`src/common/tm_pkg.sv`:
```
// Package for the dual timer/event counter block.
// Holds register indices, control field positions, reset values and state types.
package tm_pkg;

    // Register indices; byte address is four times the index
    localparam logic [5:0] IDX_C0_DATA = 6'h0D;
    localparam logic [5:0] IDX_C0_CTRL = 6'h0E;
    localparam logic [5:0] IDX_C1_HIGH = 6'h0F;
    localparam logic [5:0] IDX_C1_LOW = 6'h10;
    localparam logic [5:0] IDX_C1_CTRL = 6'h11;
    localparam logic [5:0] IDX_IRQ_CTRL = 6'h0B;

    // Control register field positions
    localparam int CTRL_MODE_HI = 7;
    localparam int CTRL_MODE_LO = 6;
    localparam int CTRL_CLK_SEL = 5;
    localparam int CTRL_RUN = 4;
    localparam int CTRL_EDGE = 3;
    localparam int CTRL_PSC_HI = 2;

    // Interrupt control register field positions
    localparam int IRQ_EN0_BIT = 2;
    localparam int IRQ_EN1_BIT = 3;
    localparam int IRQ_FLAG0_BIT = 5;
    localparam int IRQ_FLAG1_BIT = 6;

    // Mode codes
    localparam logic [1:0] MODE_UNUSED = 2'h0;
    localparam logic [1:0] MODE_EVENT = 2'h1;
    localparam logic [1:0] MODE_TIMER = 2'h2;
    localparam logic [1:0] MODE_PULSE = 2'h3;

    // Reset values and limits
    localparam logic [7:0] CTRL_RESET = 8'h08;
    localparam logic [15:0] TOP_C0 = 16'h00FF;
    localparam logic [15:0] TOP_C1 = 16'hFFFF;
    localparam logic [1:0] DIV4_LAST = 2'h3;

    // One counter channel
    typedef struct packed {
        logic [7:0] ctrl;
        logic [15:0] count;
        logic [15:0] preload;
        logic [6:0] psc;
        logic measuring;
        logic [2:0] pinSync;
    } tm_cnt_s;

    // Whole block state
    typedef struct packed {
        tm_cnt_s c0;
        tm_cnt_s c1;
        logic [7:0] lowBuf;
        logic flag0;
        logic flag1;
        logic ie0;
        logic ie1;
        logic [1:0] div4;
        logic [31:0] prdata;
        logic pslverr;
        logic wake;
    } tm_state_s;

endpackage

```
`src/logic/tm_dual_timer.sv`:
```
// Dual timer/event counter: an 8-bit and a 16-bit count-up counter behind an APB slave.
// Assumes rcTick is a one-cycle pulse per internal RC oscillator period, already in
// the core_clk domain; counter input pins are asynchronous and synchronised here.
//
// Summary of operation
// - Counter 0 is 8-bit, counts pin edges or system/RC clock ticks.
// - Counter 1 is 16-bit, counts pin edges or system/4 or RC ticks.
// - Counter 0 data write sets preload; read returns live count.
// - Counter 1 low-byte write only stores into the low-byte buffer.
// - Counter 1 high-byte write loads preload from written byte and buffer.
// - Counter 1 high-byte read returns high count, copies low count to buffer.
// - Counter 1 low-byte read returns the buffer, not the live count.
// - Control bits 7:6 select event, timer or pulse-width mode; 00 unused.
// - Event/timer count from current value; past all-ones reload from preload.
// - Overflow sets counter's flag: bit 5 for counter 0, bit 6 for 1.
// - Pulse mode starts on chosen edge, stops on return, clears run bit.
// - Finished measurement is held until software sets run again.
// - Pulse mode overflow reloads and raises the flag as well.
// - Counting only while run bit 4 set; event/timer only software clears.
// - Either overflow is presented as a wake-up request.
// - Interrupt enable written 0 disables that counter's interrupt output.
// - Preload write while stopped also loads count; running updates preload only.
// - Counting clock blocked while software reads the count.
// - Counter 0 bits 2:0 divide its clock by two to the field value.
// - Counter 1 bits 2:0 divide its internal clock the same way.
// - Edge bit 3 picks counted edge or pulse start and stop edges.
// - Clock-source bit 5: 0 system clock, 1 RC; counter 1 system/4.
`timescale 1ns/1ps

module tm_dual_timer
    import tm_pkg::*;
(
    input wire logic core_clk,
    input wire logic resetn,
    input wire logic psel,
    input wire logic penable,
    input wire logic pwrite,
    input wire logic [7:0] paddr,
    input wire logic [31:0] pwdata,
    output logic [31:0] prdata,
    output logic pready,
    output logic pslverr,
    input wire logic rcTick,
    input wire logic counter0InputPin,
    input wire logic counter1InputPin,
    output logic counter0Irq,
    output logic counter1Irq,
    output logic wakeRequest
);

    tm_state_s state;
    tm_state_s next_state;

    // One counter step: synchroniser, prescaler, mode sequencing, overflow
    function automatic tm_cnt_s tm_step(
        input tm_cnt_s c,
        input logic pin,
        input logic srcTick,
        input logic hold,
        input logic [15:0] top,
        output logic ovf
    );
        tm_cnt_s n;
        logic run;
        logic edgeSel;
        logic rise;
        logic fall;
        logic pTick;
        logic inc;
        logic [6:0] mask;
        n = c;
        ovf = 1'b0;
        inc = 1'b0;
        pTick = 1'b0;
        run = c.ctrl[CTRL_RUN];
        edgeSel = c.ctrl[CTRL_EDGE];
        // Two-flop synchroniser, third flop for edge detection
        n.pinSync = {c.pinSync[1:0], pin};
        rise = c.pinSync[1] & ~c.pinSync[2];
        fall = ~c.pinSync[1] & c.pinSync[2];
        // Prescaler: tick out every 2^field source ticks
        mask = 7'((8'h01 << c.ctrl[CTRL_PSC_HI:0]) - 8'h01);
        if (run && srcTick && c.ctrl[CTRL_MODE_HI:CTRL_MODE_LO] != MODE_EVENT) begin
            n.psc = c.psc + 7'h01;
            pTick = ((c.psc & mask) == mask);
        end
        // Mode sequencing
        unique case (c.ctrl[CTRL_MODE_HI:CTRL_MODE_LO])
            MODE_EVENT: begin
                inc = run && (edgeSel ? fall : rise);
            end
            MODE_TIMER: begin
                inc = run && pTick;
            end
            MODE_PULSE: begin
                if (run && !c.measuring) begin
                    // Start on selected transition
                    n.measuring = edgeSel ? rise : fall;
                end else if (run) begin
                    if (edgeSel ? fall : rise) begin
                        // Stop, clear run; result held until rearmed
                        n.measuring = 1'b0;
                        n.ctrl[CTRL_RUN] = 1'b0;
                    end else begin
                        inc = pTick;
                    end
                end
            end
            MODE_UNUSED: begin
                inc = 1'b0;
            end
        endcase
        if (!run) begin
            n.measuring = 1'b0;
        end
        // Count up, reload at all-ones; blocked during a count read
        if (inc && !hold) begin
            if (c.count == top) begin
                n.count = c.preload;
                ovf = 1'b1;
            end else begin
                n.count = c.count + 16'h0001;
            end
        end
        return n;
    endfunction

    logic setup;
    logic access;
    logic wrAccess;
    logic rdAccess;
    logic aligned;
    logic [5:0] idx;
    logic selC0Data;
    logic selC0Ctrl;
    logic selC1High;
    logic selC1Low;
    logic selC1Ctrl;
    logic selIrq;
    logic selAny;
    logic rdBlock0;
    logic rdBlock1;
    logic src0;
    logic src1;
    logic ovf0;
    logic ovf1;
    logic [7:0] rdByte;
    logic [7:0] irqByte;

    // APB phase decode
    assign setup = psel & ~penable;
    assign access = psel & penable;
    assign wrAccess = access & pwrite;
    assign rdAccess = access & ~pwrite;
    assign aligned = (paddr[1:0] == 2'h0);
    assign idx = paddr[7:2];

    // One select per mapped register; unaligned addresses select nothing
    assign selC0Data = aligned & (idx == IDX_C0_DATA);
    assign selC0Ctrl = aligned & (idx == IDX_C0_CTRL);
    assign selC1High = aligned & (idx == IDX_C1_HIGH);
    assign selC1Low = aligned & (idx == IDX_C1_LOW);
    assign selC1Ctrl = aligned & (idx == IDX_C1_CTRL);
    assign selIrq = aligned & (idx == IDX_IRQ_CTRL);
    assign selAny = selC0Data | selC0Ctrl | selC1High | selC1Low | selC1Ctrl | selIrq;

    // Count reads hold the counting clock through setup and access
    assign rdBlock0 = psel & ~pwrite & selC0Data;
    assign rdBlock1 = psel & ~pwrite & selC1High;
    // Internal clock source selection
    assign src0 = state.c0.ctrl[CTRL_CLK_SEL] ? rcTick : 1'b1;
    assign src1 = state.c1.ctrl[CTRL_CLK_SEL] ? rcTick : (state.div4 == DIV4_LAST);

    // Next-state logic: counters, flags, register writes and read capture
    always_comb begin
        next_state = state;
        next_state.div4 = state.div4 + 2'h1;
        next_state.c0 = tm_step(state.c0, counter0InputPin, src0, rdBlock0, TOP_C0, ovf0);
        next_state.c1 = tm_step(state.c1, counter1InputPin, src1, rdBlock1, TOP_C1, ovf1);
        next_state.wake = ovf0 | ovf1;

        // Interrupt control register image
        irqByte = 8'h00;
        irqByte[IRQ_EN0_BIT] = state.ie0;
        irqByte[IRQ_EN1_BIT] = state.ie1;
        irqByte[IRQ_FLAG0_BIT] = state.flag0;
        irqByte[IRQ_FLAG1_BIT] = state.flag1;

        // Read multiplexer; the selects are mutually exclusive
        rdByte = 8'h00;
        if (selC0Data) begin
            rdByte = state.c0.count[7:0];
        end
        if (selC0Ctrl) begin
            rdByte = state.c0.ctrl;
        end
        if (selC1High) begin
            rdByte = state.c1.count[15:8];
        end
        if (selC1Low) begin
            rdByte = state.lowBuf;
        end
        if (selC1Ctrl) begin
            rdByte = state.c1.ctrl;
        end
        if (selIrq) begin
            rdByte = irqByte;
        end

        // Read data and error captured in setup, presented in access
        if (setup) begin
            next_state.pslverr = ~selAny;
            next_state.prdata = {24'h00_0000, rdByte};
        end

        // High-byte read copies the live low byte into the buffer
        if (rdAccess && selC1High) begin
            next_state.lowBuf = state.c1.count[7:0];
        end

        // Counter 0 data: preload always, count too while stopped
        if (wrAccess && selC0Data) begin
            next_state.c0.preload = {8'h00, pwdata[7:0]};
            if (!state.c0.ctrl[CTRL_RUN]) begin
                next_state.c0.count = {8'h00, pwdata[7:0]};
            end
        end

        // Counter 0 control; a software write wins over a pulse-mode stop
        if (wrAccess && selC0Ctrl) begin
            next_state.c0.ctrl = pwdata[7:0];
        end

        // Counter 1 low byte goes to the buffer only
        if (wrAccess && selC1Low) begin
            next_state.lowBuf = pwdata[7:0];
        end

        // Counter 1 high byte loads preload together with the buffer
        if (wrAccess && selC1High) begin
            next_state.c1.preload = {pwdata[7:0], state.lowBuf};
            if (!state.c1.ctrl[CTRL_RUN]) begin
                next_state.c1.count = {pwdata[7:0], state.lowBuf};
            end
        end

        // Counter 1 control
        if (wrAccess && selC1Ctrl) begin
            next_state.c1.ctrl = pwdata[7:0];
        end

        // Interrupt enables; software may only clear flags by writing 0
        if (wrAccess && selIrq) begin
            next_state.ie0 = pwdata[IRQ_EN0_BIT];
            next_state.ie1 = pwdata[IRQ_EN1_BIT];
            next_state.flag0 = state.flag0 & pwdata[IRQ_FLAG0_BIT];
            next_state.flag1 = state.flag1 & pwdata[IRQ_FLAG1_BIT];
        end

        // Overflow sets the flag; set wins over a same-cycle clear
        if (ovf0) begin
            next_state.flag0 = 1'b1;
        end
        if (ovf1) begin
            next_state.flag1 = 1'b1;
        end
    end

    // State register with synchronous reset; counters start off
    always_ff @(posedge core_clk) begin
        if (!resetn) begin
            state <= '0;
            state.c0.ctrl <= CTRL_RESET;
            state.c1.ctrl <= CTRL_RESET;
        end else begin
            state <= next_state;
        end
    end

    // Bus and interrupt outputs
    assign prdata = state.prdata;
    assign pslverr = state.pslverr & access;
    assign pready = access;
    assign counter0Irq = state.flag0 & state.ie0;
    assign counter1Irq = state.flag1 & state.ie1;
    assign wakeRequest = state.wake;

endmodule

```
`config.mk`:
```
export PLATFORM = sky130hd
export DESIGN_NAME = tm_dual_timer
export DESIGN_NICKNAME = d
export VERILOG_FILES = /design/src/common/tm_pkg.sv /design/src/logic/tm_dual_timer.sv
export SDC_FILE = /design/constraint.sdc
export NUM_CORES = 1
export LEC_CHECK = 0
export ABC_AREA = 1
export BUFFER_PORTS_ARGS = -buffer_cell sky130_fd_sc_hd__buf_4
export CAP_MARGIN = 30
export CORE_ASPECT_RATIO = 0.7
export CORE_MARGIN = 2
export CORE_UTILIZATION = 44
export DETAILED_ROUTE_END_ITERATION = 7
export GPL_TIMING_DRIVEN = 0
export PLACE_DENSITY = 0.66
export SKIP_CTS_REPAIR_TIMING = 1
export SKIP_LAST_GASP = 1
export SLEW_MARGIN = 5
export SYNTH_ARGS = -nofsm -noshare
export SYNTH_HDL_FRONTEND = slang
export SYNTH_SLANG_ARGS = --single-unit
```
`constraint.sdc`:
```
create_clock -name core_clk -period 1.7 [get_ports core_clk]
set_input_delay 0 -clock core_clk [delete_from_list [all_inputs] [get_ports core_clk]]
set_output_delay 0 -clock core_clk [all_outputs]
set_load 0.02 [all_outputs]
```
==> results of run 1 <==
## stage by stage
step                hold slack [ns]  total power, mW  worst slack, ns  setup TNS, ns
floorplan                    0.0976             3.06          -0.0220        -0.0435
global placement              0.180             3.20           -0.495         -14.01
detailed placement            0.187             3.20           -0.521         -15.23
CTS                          -0.248             6.73           -0.589         -15.14
global route              0.0000408             6.94           -0.282          -7.26
finish                      -0.0474             6.73           -0.165          -3.43
## critical path, delay by kind of cell, from the launching register on
kind          cells  cell delay [ns]
flops             1             0.37
buf+inv           3             0.30
fa+ha+maj         1             0.18
simple gates      9             0.88
## final timing paths
| path | startpoint | end | slack [ns] | depth (start not counted) |
|---|---|---|---|---|
| worst max register to register | state[98]$_SDFFE_PN0P_ | state[77]$_SDFF_PN0_ | -0.17 | 13 |
| worst min register to register | next_state[49]$_SDFF_PN0_ | next_state[50]$_SDFF_PN0_ | 0.41 | 2 |
| worst min-delay path | penable | state[1]$_SDFFE_PN0P_ | -0.05 | 3 |
| worst max-delay path | state[98]$_SDFFE_PN0P_ | state[77]$_SDFF_PN0_ | -0.17 | 13 |
## cell usage in the layout, fill, tap and decap left out, types with 5 or more instances in the layout
master,n
dfxtp_1,100
clkbuf_1,13
inv_1,136
nor3_1,13
dfxtp_4,7
nand3_1,66
nand3_2,22
buf_4,88
nand4_1,17
inv_2,9
ha_1,5
clkbuf_8,8
nand2_2,11
xor2_1,6
dlygate4sd3_1,11
a31oi_1,7
nand2_4,12
nor2_2,10
o2111ai_1,5
buf_2,9
o21ai_0,73
nand2_1,268
clkbuf_16,19
dfxtp_2,11
buf_6,6
nor2_1,68
a211oi_1,6
nor2_4,13
conb_1,24
a21oi_1,82
o211ai_1,5
## state kept, by name, indices dropped and copies added (netlist names)
name / flops
prdata: 8
next_state: 4
state: 101
wakeRequest: 1
irqByte: 4
## cells by family after synthesis
kind of cell	after synthesis	share of synthesized area
AND/OR/NAND/NOR	519	0.334
buffers and inverters	215	0.143
AO/OA/AOI/OAI	191	0.149
flip-flops	118	0.342
adder cells (fa/ha/maj)	11	0.0199
XOR/XNOR	9	0.0114
other	1	0.000543
## power groups by stage
stage	clock, mW	combinational, mW	sequential, mW
6_report	3.56	0.390	2.78
5_1_grt	3.73	0.426	2.78
4_1_cts	3.58	0.357	2.79
3_5_place_dp	0	0.356	2.85
3_3_place_gp	0	0.355	2.85
2_1_floorplan	0	0.218	2.84
## routing by layer
layer  GRT usage  wire length [um]  up-vias
li1            -                 -     3609
met1       0.405             10900     3248
met2       0.358              8630      336
met3      0.0552              2230       34
met4      0.0786               459        0
met5           0                 0        -
## cell type report
cell class | count | area share
timing repair buffer | 70 | 0.0672
buffer | 59 | 0.0467
clock inverter | 2 | 0.00395
inverter | 152 | 0.0682
tap | 200 | 0.0282
clock buffer | 28 | 0.0617
multi-input combinational | 754 | 0.453
sequential | 118 | 0.271
==> results.ini, run 1 <==
[critical_path]
endpoint_kind = flip-flop
cp_data_arrival_time_ns = 2.18
critPathKind = flip-flop to flip-flop
path_cells = inv_2 -> ha_2 -> nor2_4 -> nand3b_4 -> nor2_4 -> nand2_4 -> nand2_8 -> nand2_8 -> clkbuf_16 -> nand2_4 -> nand3_2 -> nand3_2 -> inv_1
worst_path_largest_cell_delay_ns = 0.37
cp_slowest_cell = dfxtp_4
start_kind = flip-flop
path_max_fanout = 8
required_ns = 2.01

[logic_synthesis]
synthTopCellsByArea = dfxtp_1 34%, nand2_1 15%, inv_1 7.8%
ys_seq_area_frac = 0.342
yosys.area.top_type = dfxtp_1
synth-seq-cells = 118
synthTopCellsByCount = 279 x nand2_1, 143 x inv_1, 118 x dfxtp_1
syn_inst = 1064
yosysUniqueCellTypes = 46
syn_avg_cell_area_um2 = 6.49
synth-edff-count = 0
syn_area_um2 = 6900
synth-main-ff-cell = dfxtp_1
synth_top_cell_area_share = 0.342
synth.most_common_cell = nand2_1
ys_warn_count = 0
async_flop_share = 0

[die]
row_count = 38
die_h_um = 109
io_pins = 85
core-area_um2 = 15400
die_w_um = 154
start_util = 0.448
dieArea_um2 = 16700

[layout]
drive_gt1_frac = 0.218
finalNetCount = 1231
multi_input_comb_area_um2 = 4020
nFillCells = 1509
post-route-util = 0.576
area_growth_pct = 28.5
diodes = 0
final_cell_count_no_fill = 1383
regArea_um2 = 2400
fin_area_um2 = 8870

[timing]
finalMaxSlewViolations = 0
finalClockSkew_ns = 0.00901
hold_viol = 1
fin_ws_ns = -0.165
fmax_ghz = 0.536
slew-limit-headroom = 0.442
fin_crit_sh = 1.10
finalCriticalPeriod_ns = 1.87
rsz0062_at_grt = true
hold_ws_ns = -0.0474
setup-violations-final = 33
max_slew.worst_pin.slew_ns = 0.831

[detailed_routing]
drt-vias-per-instance = 5.23
postRouteAntennaNets = 0
wirelength_um = 22200
dr.pass1.iters = 5
vias = 7227
drc_errors = 0
initialDrtViolationCount = 830
wl_per_cell_um = 16.1

[hold_path]
hold_path.class = input pin to flip-flop

[flow_run]
drv_cap = 0

[pwr]
clkPwrFrac = 0.529
power_frac_seq = 0.413
sw_frac_of_total = 0.225
ir_drop_mv = 0.668
power_switching_mw = 1.51
power_density_nw_per_um2 = 759
p_leak_nw = 3.96
p_int_mw = 5.21
pwr-share-comb = 0.058

[clock_tree]
numCtsBuffers = 17
cts.sinks = 118
cts_tree = yes
cts_max_path_buffers = 2
cts_root_buf = clkbuf_16
htree_levels = 4
worst_skew_pair.late_latency_ns = 0.42
clk_pin_slew_ns = 0.05

[placed_design]
dpl.cell_count = 1323
gp_congestion = 0.989
hpwl_um = 15900
numPortBuffers = 36
place_area_um2 = 7520

[grt]
grt_antenna_before_repair = 1
grt_pass1_vias = 6181
overflow = 0
grt_max_degree = 17
grt_pass1_wl_um = 33600
grt_usage = 0.262

[outcome]
violations = hold timing, setup timing
status = complete, but fails checks

Note: power is estimated with default switching activity, not from simulation.
==> inputs of run 2 (changes only) <==
--- a/config.mk
+++ b/config.mk
@@ -8,12 +8,14 @@
 export ABC_AREA = 1
 export BUFFER_PORTS_ARGS = -buffer_cell sky130_fd_sc_hd__buf_4
 export CAP_MARGIN = 30
-export CORE_ASPECT_RATIO = 0.7
+export CELL_PAD_IN_SITES_DETAIL_PLACEMENT = 1
+export CELL_PAD_IN_SITES_GLOBAL_PLACEMENT = 1
+export CORE_ASPECT_RATIO = 0.8
 export CORE_MARGIN = 2
-export CORE_UTILIZATION = 44
+export CORE_UTILIZATION = 37
 export DETAILED_ROUTE_END_ITERATION = 7
 export GPL_TIMING_DRIVEN = 0
-export PLACE_DENSITY = 0.66
+export PLACE_DENSITY_LB_ADDON = 0.1
 export SKIP_CTS_REPAIR_TIMING = 1
 export SKIP_LAST_GASP = 1
 export SLEW_MARGIN = 5
==> run 2 against run 1 <==
  * The run ends with setup timing left
  * Final area is 6.0% higher
  * Sequential cell count stayed put
  * Via count is 3.4% higher
  * Total power is 2.1% lower
  * Non-clock buffer count is 20 higher
  * Critical path type unchanged
  * Critical endpoint is now state[83]$_SDFF_PN0_
  * Largest cell class unchanged
==> results.ini, run 2 (synthesis results as in run 1) <==
[die]
row_count = 44  ; +16%
die_h_um = 126  ; +16%
dieArea_um2 = 19800  ; +18%
io_pins = 85  ; unchanged
die_w_um = 157  ; +2.0%
start_util = 0.379  ; -0.0693
core-area_um2 = 18200  ; +18%

[grt]
grt_usage = 0.249  ; -0.0128
grt_pass1_wl_um = 37700  ; +12%
grt_max_degree = 17  ; unchanged
grt_antenna_before_repair = 0  ; -1
grt_pass1_vias = 6795  ; +9.9%
overflow = 0  ; unchanged

[pwr]
power_switching_mw = 1.62  ; +6.8%
p_leak_nw = 4.21  ; +6.3%
clkPwrFrac = 0.516  ; -0.013
power_density_nw_per_um2 = 700  ; -7.7%
ir_drop_mv = 0.445  ; -33%
sw_frac_of_total = 0.246  ; +0.0206
pwr-share-comb = 0.062  ; +0.004
power_frac_seq = 0.422  ; +0.009
p_int_mw = 4.96  ; -4.8%
power_mw = 6.58  ; -2.1%

[timing]
max_slew.worst_pin.slew_ns = 0.833  ; +0.00271 ns
finalClockSkew_ns = 0.0122  ; +0.00321 ns
finalCriticalPeriod_ns = 1.85  ; -0.0183 ns
finalMaxSlewViolations = 0  ; unchanged
fin_crit_sh = 1.09  ; -0.0107
setup-violations-final = 32  ; -3.0%
tns_ns = -2.75  ; +0.678 ns
hold_viol = 0  ; -1
fmax_ghz = 0.541  ; +0.99%
fin_ws_ns = -0.147  ; +0.0183 ns
rsz0062_at_grt = true
slew-limit-headroom = 0.444  ; +0.00245

[critical_path]
critPathKind = flip-flop to flip-flop
worstReg2RegStart = state[97]$_SDFFE_PN0P_
r2r_setup_slack_ns = -0.15  ; +0.02 ns
path_max_fanout = 6  ; -2
cp_data_arrival_time_ns = 2.17  ; about the same
start_kind = flip-flop
required_ns = 2.02  ; about the same
endpoint_kind = flip-flop
cp-startpoint = state[97]$_SDFFE_PN0P_

[layout]
multi_input_comb_area_um2 = 4280  ; +6.5%
drive_gt1_frac = 0.273  ; +0.0554
diodes = 0  ; unchanged
layout_commonest_cell = nand2_1
largest_reg_flops = 101  ; unchanged
largest_register = state
nFillCells = 2374  ; +57%
fin_area_um2 = 9400  ; +6.0%
mostFrequentLayoutCells = 248 x nand2_1, 135 x inv_1, 98 x buf_4, 94 x dfxtp_1, 78 x a21oi_1
finalNetCount = 1251  ; +1.6%
area_growth_pct = 36.2
regArea_um2 = 2410  ; +0.42%

[hold_path]
min-delay-start = penable
hold_path.class = input pin to flip-flop

[outcome]
status = complete, but fails checks
violations = setup timing

[clock_tree]
clk_pin_slew_ns = 0.06  ; about the same
cts_tree = yes
cts.sinks = 118  ; unchanged
worst_skew_pair.late_latency_ns = 0.42  ; about the same
cts_max_path_buffers = 2  ; unchanged
cts_root_buf = clkbuf_16
numCtsBuffers = 17  ; unchanged
htree_levels = 4  ; unchanged

[detailed_routing]
wl_per_cell_um = 18.1  ; +13%
drc_errors = 0  ; unchanged
vias = 7471  ; +3.4%
wirelength_um = 26400  ; +19%
drt-vias-per-instance = 5.13  ; -1.8%
initialDrtViolationCount = 536  ; -35%
dr.pass1.iters = 4  ; -1
postRouteAntennaNets = 0  ; unchanged

[flow_run]
drv_cap = 0  ; unchanged

[placed_design]
hpwl_um = 18400  ; +16%
numPortBuffers = 36  ; unchanged
place_area_um2 = 7580  ; +0.88%
gp_congestion = 0.937  ; -5.3%

## run 2: critical path, stage by stage, from the launching register on
cell	delay, ns
dfxtp_4	0.39
inv_4	0.05
ha_4	0.27
nor2_4	0.04
nand3_2	0.05
nand2_1	0.05
inv_1	0.06
nand2_2	0.06
nor2_4	0.19
nand2_8	0.13
buf_12	0.18
nand2_2	0.06
nand3_2	0.07
nand3_2	0.08
inv_1	0.05
## run 2: area by class of cell
type	count	share of cell area
Buffer	59	0.0451
Timing Repair Buffer	90	0.0868
Tap cell	253	0.0337
Clock buffer	21	0.0490
Sequential cell	118	0.257
Inverter	152	0.0648
Multi-Input combinational cell	754	0.455
Clock inverter	9	0.00852
## run 2: power groups by stage
stage	clock (mW)	sequential, mW	combinational, mW
CTS	3.44	2.79	0.371
detailed placement	0	2.85	0.368
global route	3.56	2.77	0.438
global placement	0	2.85	0.366
finish	3.40	2.78	0.411
floorplan	0	2.84	0.218
## run 2: layer usage
metal | vias up | track usage | share of wire
li1 | 3638 | - | -
met1 | 3619 | 0.372 | 0.50
met2 | 194 | 0.370 | 0.44
met3 | 20 | 0.0502 | 0.050
met4 | 0 | 0.0496 | 0.0086
met5 | - | 0 | 0
## run 2: worst paths after layout
path,endpoint,cells past startpoint
setup reg to reg,state[83]$_SDFF_PN0_,14
setup / recovery,state[83]$_SDFF_PN0_,14
hold / removal,state[1]$_SDFFE_PN0P_,4
hold reg to reg,next_state[101]$_SDFF_PN0_,2
## run 2: per-stage QoR
step | instances | setup WS, ns | hold slack [ns] | util
2_1_floorplan | 1087 | -0.0220 | 0.0976 | -
3_3_place_gp | 1376 | -0.574 | 0.185 | 0.416
3_5_place_dp | 1376 | -0.603 | 0.193 | 0.416
4_1_cts | 1406 | -0.611 | -0.250 | 0.446
5_1_grt | 1456 | -0.228 | 0.0466 | 0.516
6_report | 1456 | -0.147 | 0.0393 | 0.516
==> inputs of run 3 (changes only) <==
--- a/config.mk
+++ b/config.mk
@@ -5,14 +5,13 @@
 export SDC_FILE = /design/constraint.sdc
 export NUM_CORES = 1
 export LEC_CHECK = 0
-export ABC_AREA = 1
 export BUFFER_PORTS_ARGS = -buffer_cell sky130_fd_sc_hd__buf_4
 export CAP_MARGIN = 30
 export CELL_PAD_IN_SITES_DETAIL_PLACEMENT = 1
 export CELL_PAD_IN_SITES_GLOBAL_PLACEMENT = 1
 export CORE_ASPECT_RATIO = 0.8
 export CORE_MARGIN = 2
-export CORE_UTILIZATION = 37
+export CORE_UTILIZATION = 40
 export DETAILED_ROUTE_END_ITERATION = 7
 export GPL_TIMING_DRIVEN = 0
 export PLACE_DENSITY_LB_ADDON = 0.1
==> run 3 against run 2 <==
  * Core utilization grew 3.4 points
  * Sequential cell count is the same
  * Clock-buffer cell count is the same
  * The flow still finishes with violations (setup timing)
  * Largest power group unchanged
  * Setup slack lost 0.42 ns
  * Maximum frequency shrank 18%
  * Synthesized cell count shrank 25%
  * Clock skew shrank 0.0056 ns
==> results.ini, run 3 <==
[timing]
finalClockSkew_ns = 0.00665  ; -0.00557 ns
fin_crit_sh = 1.33  ; +0.246
hold_viol = 0  ; unchanged
max_slew.worst_pin.slew_ns = 0.950  ; +0.117 ns
fmax_ghz = 0.442  ; -18%
hold_ws_ns = 0.00837  ; -0.0309 ns
rsz0062_at_grt = true
fin_ws_ns = -0.565  ; -0.418 ns
setup-violations-final = 45  ; +41%
finalMaxSlewViolations = 0  ; unchanged
slew-limit-headroom = 0.366  ; -0.0779
finalCriticalPeriod_ns = 2.26  ; +0.418 ns
tns_ns = -14.18  ; -11.43 ns

[flow_run]
drv_cap = 0  ; unchanged

[critical_path]
critPathKind = flip-flop to flip-flop
worstReg2RegStart = state[149]$_SDFFE_PN0P_
worst_path_largest_cell_delay_ns = 0.43  ; +0.04 ns
r2r-end = state[139]$_SDFF_PN0_
path_common_cell = buf_6
path_cells = buf_6 -> ha_4 -> o21ai_2 -> a31oi_2 -> or3_4 -> buf_6 -> or4_4 -> a21oi_2
required_ns = 2.06  ; +0.04 ns
reg2reg_depth = 8  ; -6
path_max_fanout = 6  ; unchanged
r2r_setup_slack_ns = -0.56  ; -0.42 ns
cp_slowest_cell = or3_4
endpoint_kind = flip-flop
cp_data_arrival_time_ns = 2.62  ; +0.45 ns
path_buf_inv = 2  ; -2
start_kind = flip-flop
cp_top_family = simple AND/OR/NAND/NOR gates

[hold_path]
hold_path.class = input pin to flip-flop
hold_end = prdata[5]$_SDFFE_PN0P_
min_path_cells = 4  ; unchanged
min-delay-start = psel

[clock_tree]
numCtsBuffers = 17  ; unchanged
cts_max_path_buffers = 2  ; unchanged
clk_pin_slew_ns = 0.06  ; about the same
cts_root_buf = clkbuf_16
cts.sinks = 118  ; unchanged
cts_tree = yes
htree_levels = 4  ; unchanged
worst_skew_pair.late_latency_ns = 0.43  ; about the same

[detailed_routing]
drc_errors = 0  ; unchanged
wirelength_um = 27600  ; +4.5%
dr.pass1.iters = 5  ; +1
initialDrtViolationCount = 642  ; +20%
vias = 6989  ; -6.5%
postRouteAntennaNets = 0  ; unchanged
wl_per_cell_um = 23.8  ; +31%
drt-vias-per-instance = 6.02  ; +17%

[die]
start_util = 0.410  ; +0.0314
dieArea_um2 = 18100  ; -8.5%
core-area_um2 = 16600  ; -8.9%
row_count = 42  ; -4.5%
die_w_um = 150  ; -4.3%
die_h_um = 121  ; -4.3%
io_pins = 85  ; unchanged

[logic_synthesis]
ys_seq_area_frac = 0.347  ; +0.00459
synthTopCellsByCount = 118 x dfxtp_1, 76 x nand2_1, 57 x mux2i_1
synth-seq-cells = 118  ; unchanged
ys_warn_count = 0  ; unchanged
synth-edff-count = 0  ; unchanged
synth.most_common_cell = dfxtp_1
async_flop_share = 0  ; unchanged
syn_avg_cell_area_um2 = 8.48  ; +31%
synth-main-ff-cell = dfxtp_1
synthTopCellsByArea = dfxtp_1 35%, mux2i_1 8.4%, nand2_1 4.2%
yosys.area.top_type = dfxtp_1
yosysUniqueCellTypes = 72  ; +57%
synth_top_cell_area_share = 0.347  ; +0.00459
syn_inst = 803  ; -25%
syn_area_um2 = 6810  ; -1.3%

[layout]
diodes = 0  ; unchanged
finalNetCount = 989  ; -21%
largest_reg_flops = 101  ; unchanged
largest_register = state
nFillCells = 1914  ; -19%
regArea_um2 = 2400  ; -0.67%
mostFrequentLayoutCells = 99 x dfxtp_1, 95 x buf_4, 71 x nand2_1, 57 x mux2i_1, 44 x nor2b_1
multi_input_comb_area_um2 = 4580  ; +6.9%
layout_commonest_cell = dfxtp_1
area_growth_pct = 34.2
drive_gt1_frac = 0.284  ; +0.0103

[placed_design]
gp_congestion = 0.906  ; -3.3%
hpwl_um = 18200  ; -1.3%
numPortBuffers = 33  ; -8.3%

[grt]
grt_antenna_before_repair = 0  ; unchanged
grt_usage = 0.285  ; +0.0359
overflow = 0  ; unchanged
grt_max_degree = 17  ; unchanged
grt_pass1_vias = 6659  ; -2.0%
grt_pass1_wl_um = 38800  ; +3.0%

[pwr]
p_leak_nw = 3.65  ; -13%
clkPwrFrac = 0.524  ; +0.008
power_switching_mw = 1.69  ; +4.5%
power_density_nw_per_um2 = 756  ; +7.9%
p_int_mw = 5.21  ; +5.0%
power_mw = 6.90  ; +4.9%
power_frac_seq = 0.406  ; -0.016
ir_drop_mv = 0.688  ; +55%
sw_frac_of_total = 0.245  ; -0.000852
pwr-share-comb = 0.070  ; +0.008

[outcome]
violations = setup timing
status = complete, but fails checks

[run 3: cell types whose count changed after synthesis, moves of 41 or more]
cell	previous run	this run
inv_1	143	14
nand2_1	279	76
nand3_1	89	48
a21oi_1	86	30
nor2b_1	0	45
nor2_1	79	29
mux2i_1	0	57
[run 3: routing by layer]
layer / wire, um / track usage / vias to the layer above
met1: 12100 / 0.386 / 3501
met4: 788 / 0.0938 / 0
met5: 0 / 0 / -
met2: 13100 / 0.459 / 282
li1: - / - / 3141
met3: 1650 / 0.0491 / 65
[run 3: worst max path at each step]
stage                       startpoint                endpoint  slack [ns]  depth (start not counted)
2_1_floorplan  state[149]$_SDFFE_PN0P_   state[139]$_SDFF_PN0_       -0.38                          8
3_3_place_gp                  paddr[1]   state[126]$_SDFF_PN0_       -0.89                          8
3_5_place_dp                  paddr[1]   state[126]$_SDFF_PN0_       -0.93                          8
4_1_cts           state[34]$_SDFF_PN0_  wakeRequest$_SDFF_PN0_       -0.88                          8
5_1_grt        state[149]$_SDFFE_PN0P_   state[139]$_SDFF_PN0_       -0.63                          8
6_report       state[149]$_SDFFE_PN0P_   state[139]$_SDFF_PN0_       -0.56                          8
[run 3: layout make-up]
cell class                 instances  area share
buffer                            74      0.0533
clock buffer                      21      0.0515
clock inverter                     9      0.0112
inverter                          14     0.00603
multi-input combinational        618       0.501
sequential                       118       0.262
tap                              220      0.0301
timing repair buffer              87      0.0846
[run 3: cells by family after synthesis]
family	after synthesis	synth area share
compound gates	182	0.188
fa+ha+maj	11	0.0202
simple gates	323	0.262
mux	62	0.0921
buf+inv	90	0.0696
flops	118	0.347
other cells	1	0.000551
xor+xnor	16	0.0206
[run 3: power by group through the flow]
stage          Combinational [mW]  Sequential, mW  Clock [mW]
2_1_floorplan               0.264            2.85           0
3_3_place_gp                0.437            2.86           0
3_5_place_dp                0.442            2.86           0
4_1_cts                     0.444            2.80        3.62
5_1_grt                     0.509            2.80        3.78
6_report                    0.484            2.80        3.62
[run 3: worst min-delay path: stages]
cell and delay (ns):
buf_4 0.13, nand2b_1 0.11, nand2_1 0.08, a21boi_0 0.07
[run 3: through the flow]
stage          setup slack (ns)  cell area (um2)  instances   util
6_report                 -0.565             9140       1161  0.550
2_1_floorplan            -0.383             7140        826      -
4_1_cts                  -0.879             8240       1110  0.496
3_5_place_dp             -0.928             7660       1080  0.461
5_1_grt                  -0.635             9140       1161  0.550
3_3_place_gp             -0.893             7660       1079  0.461
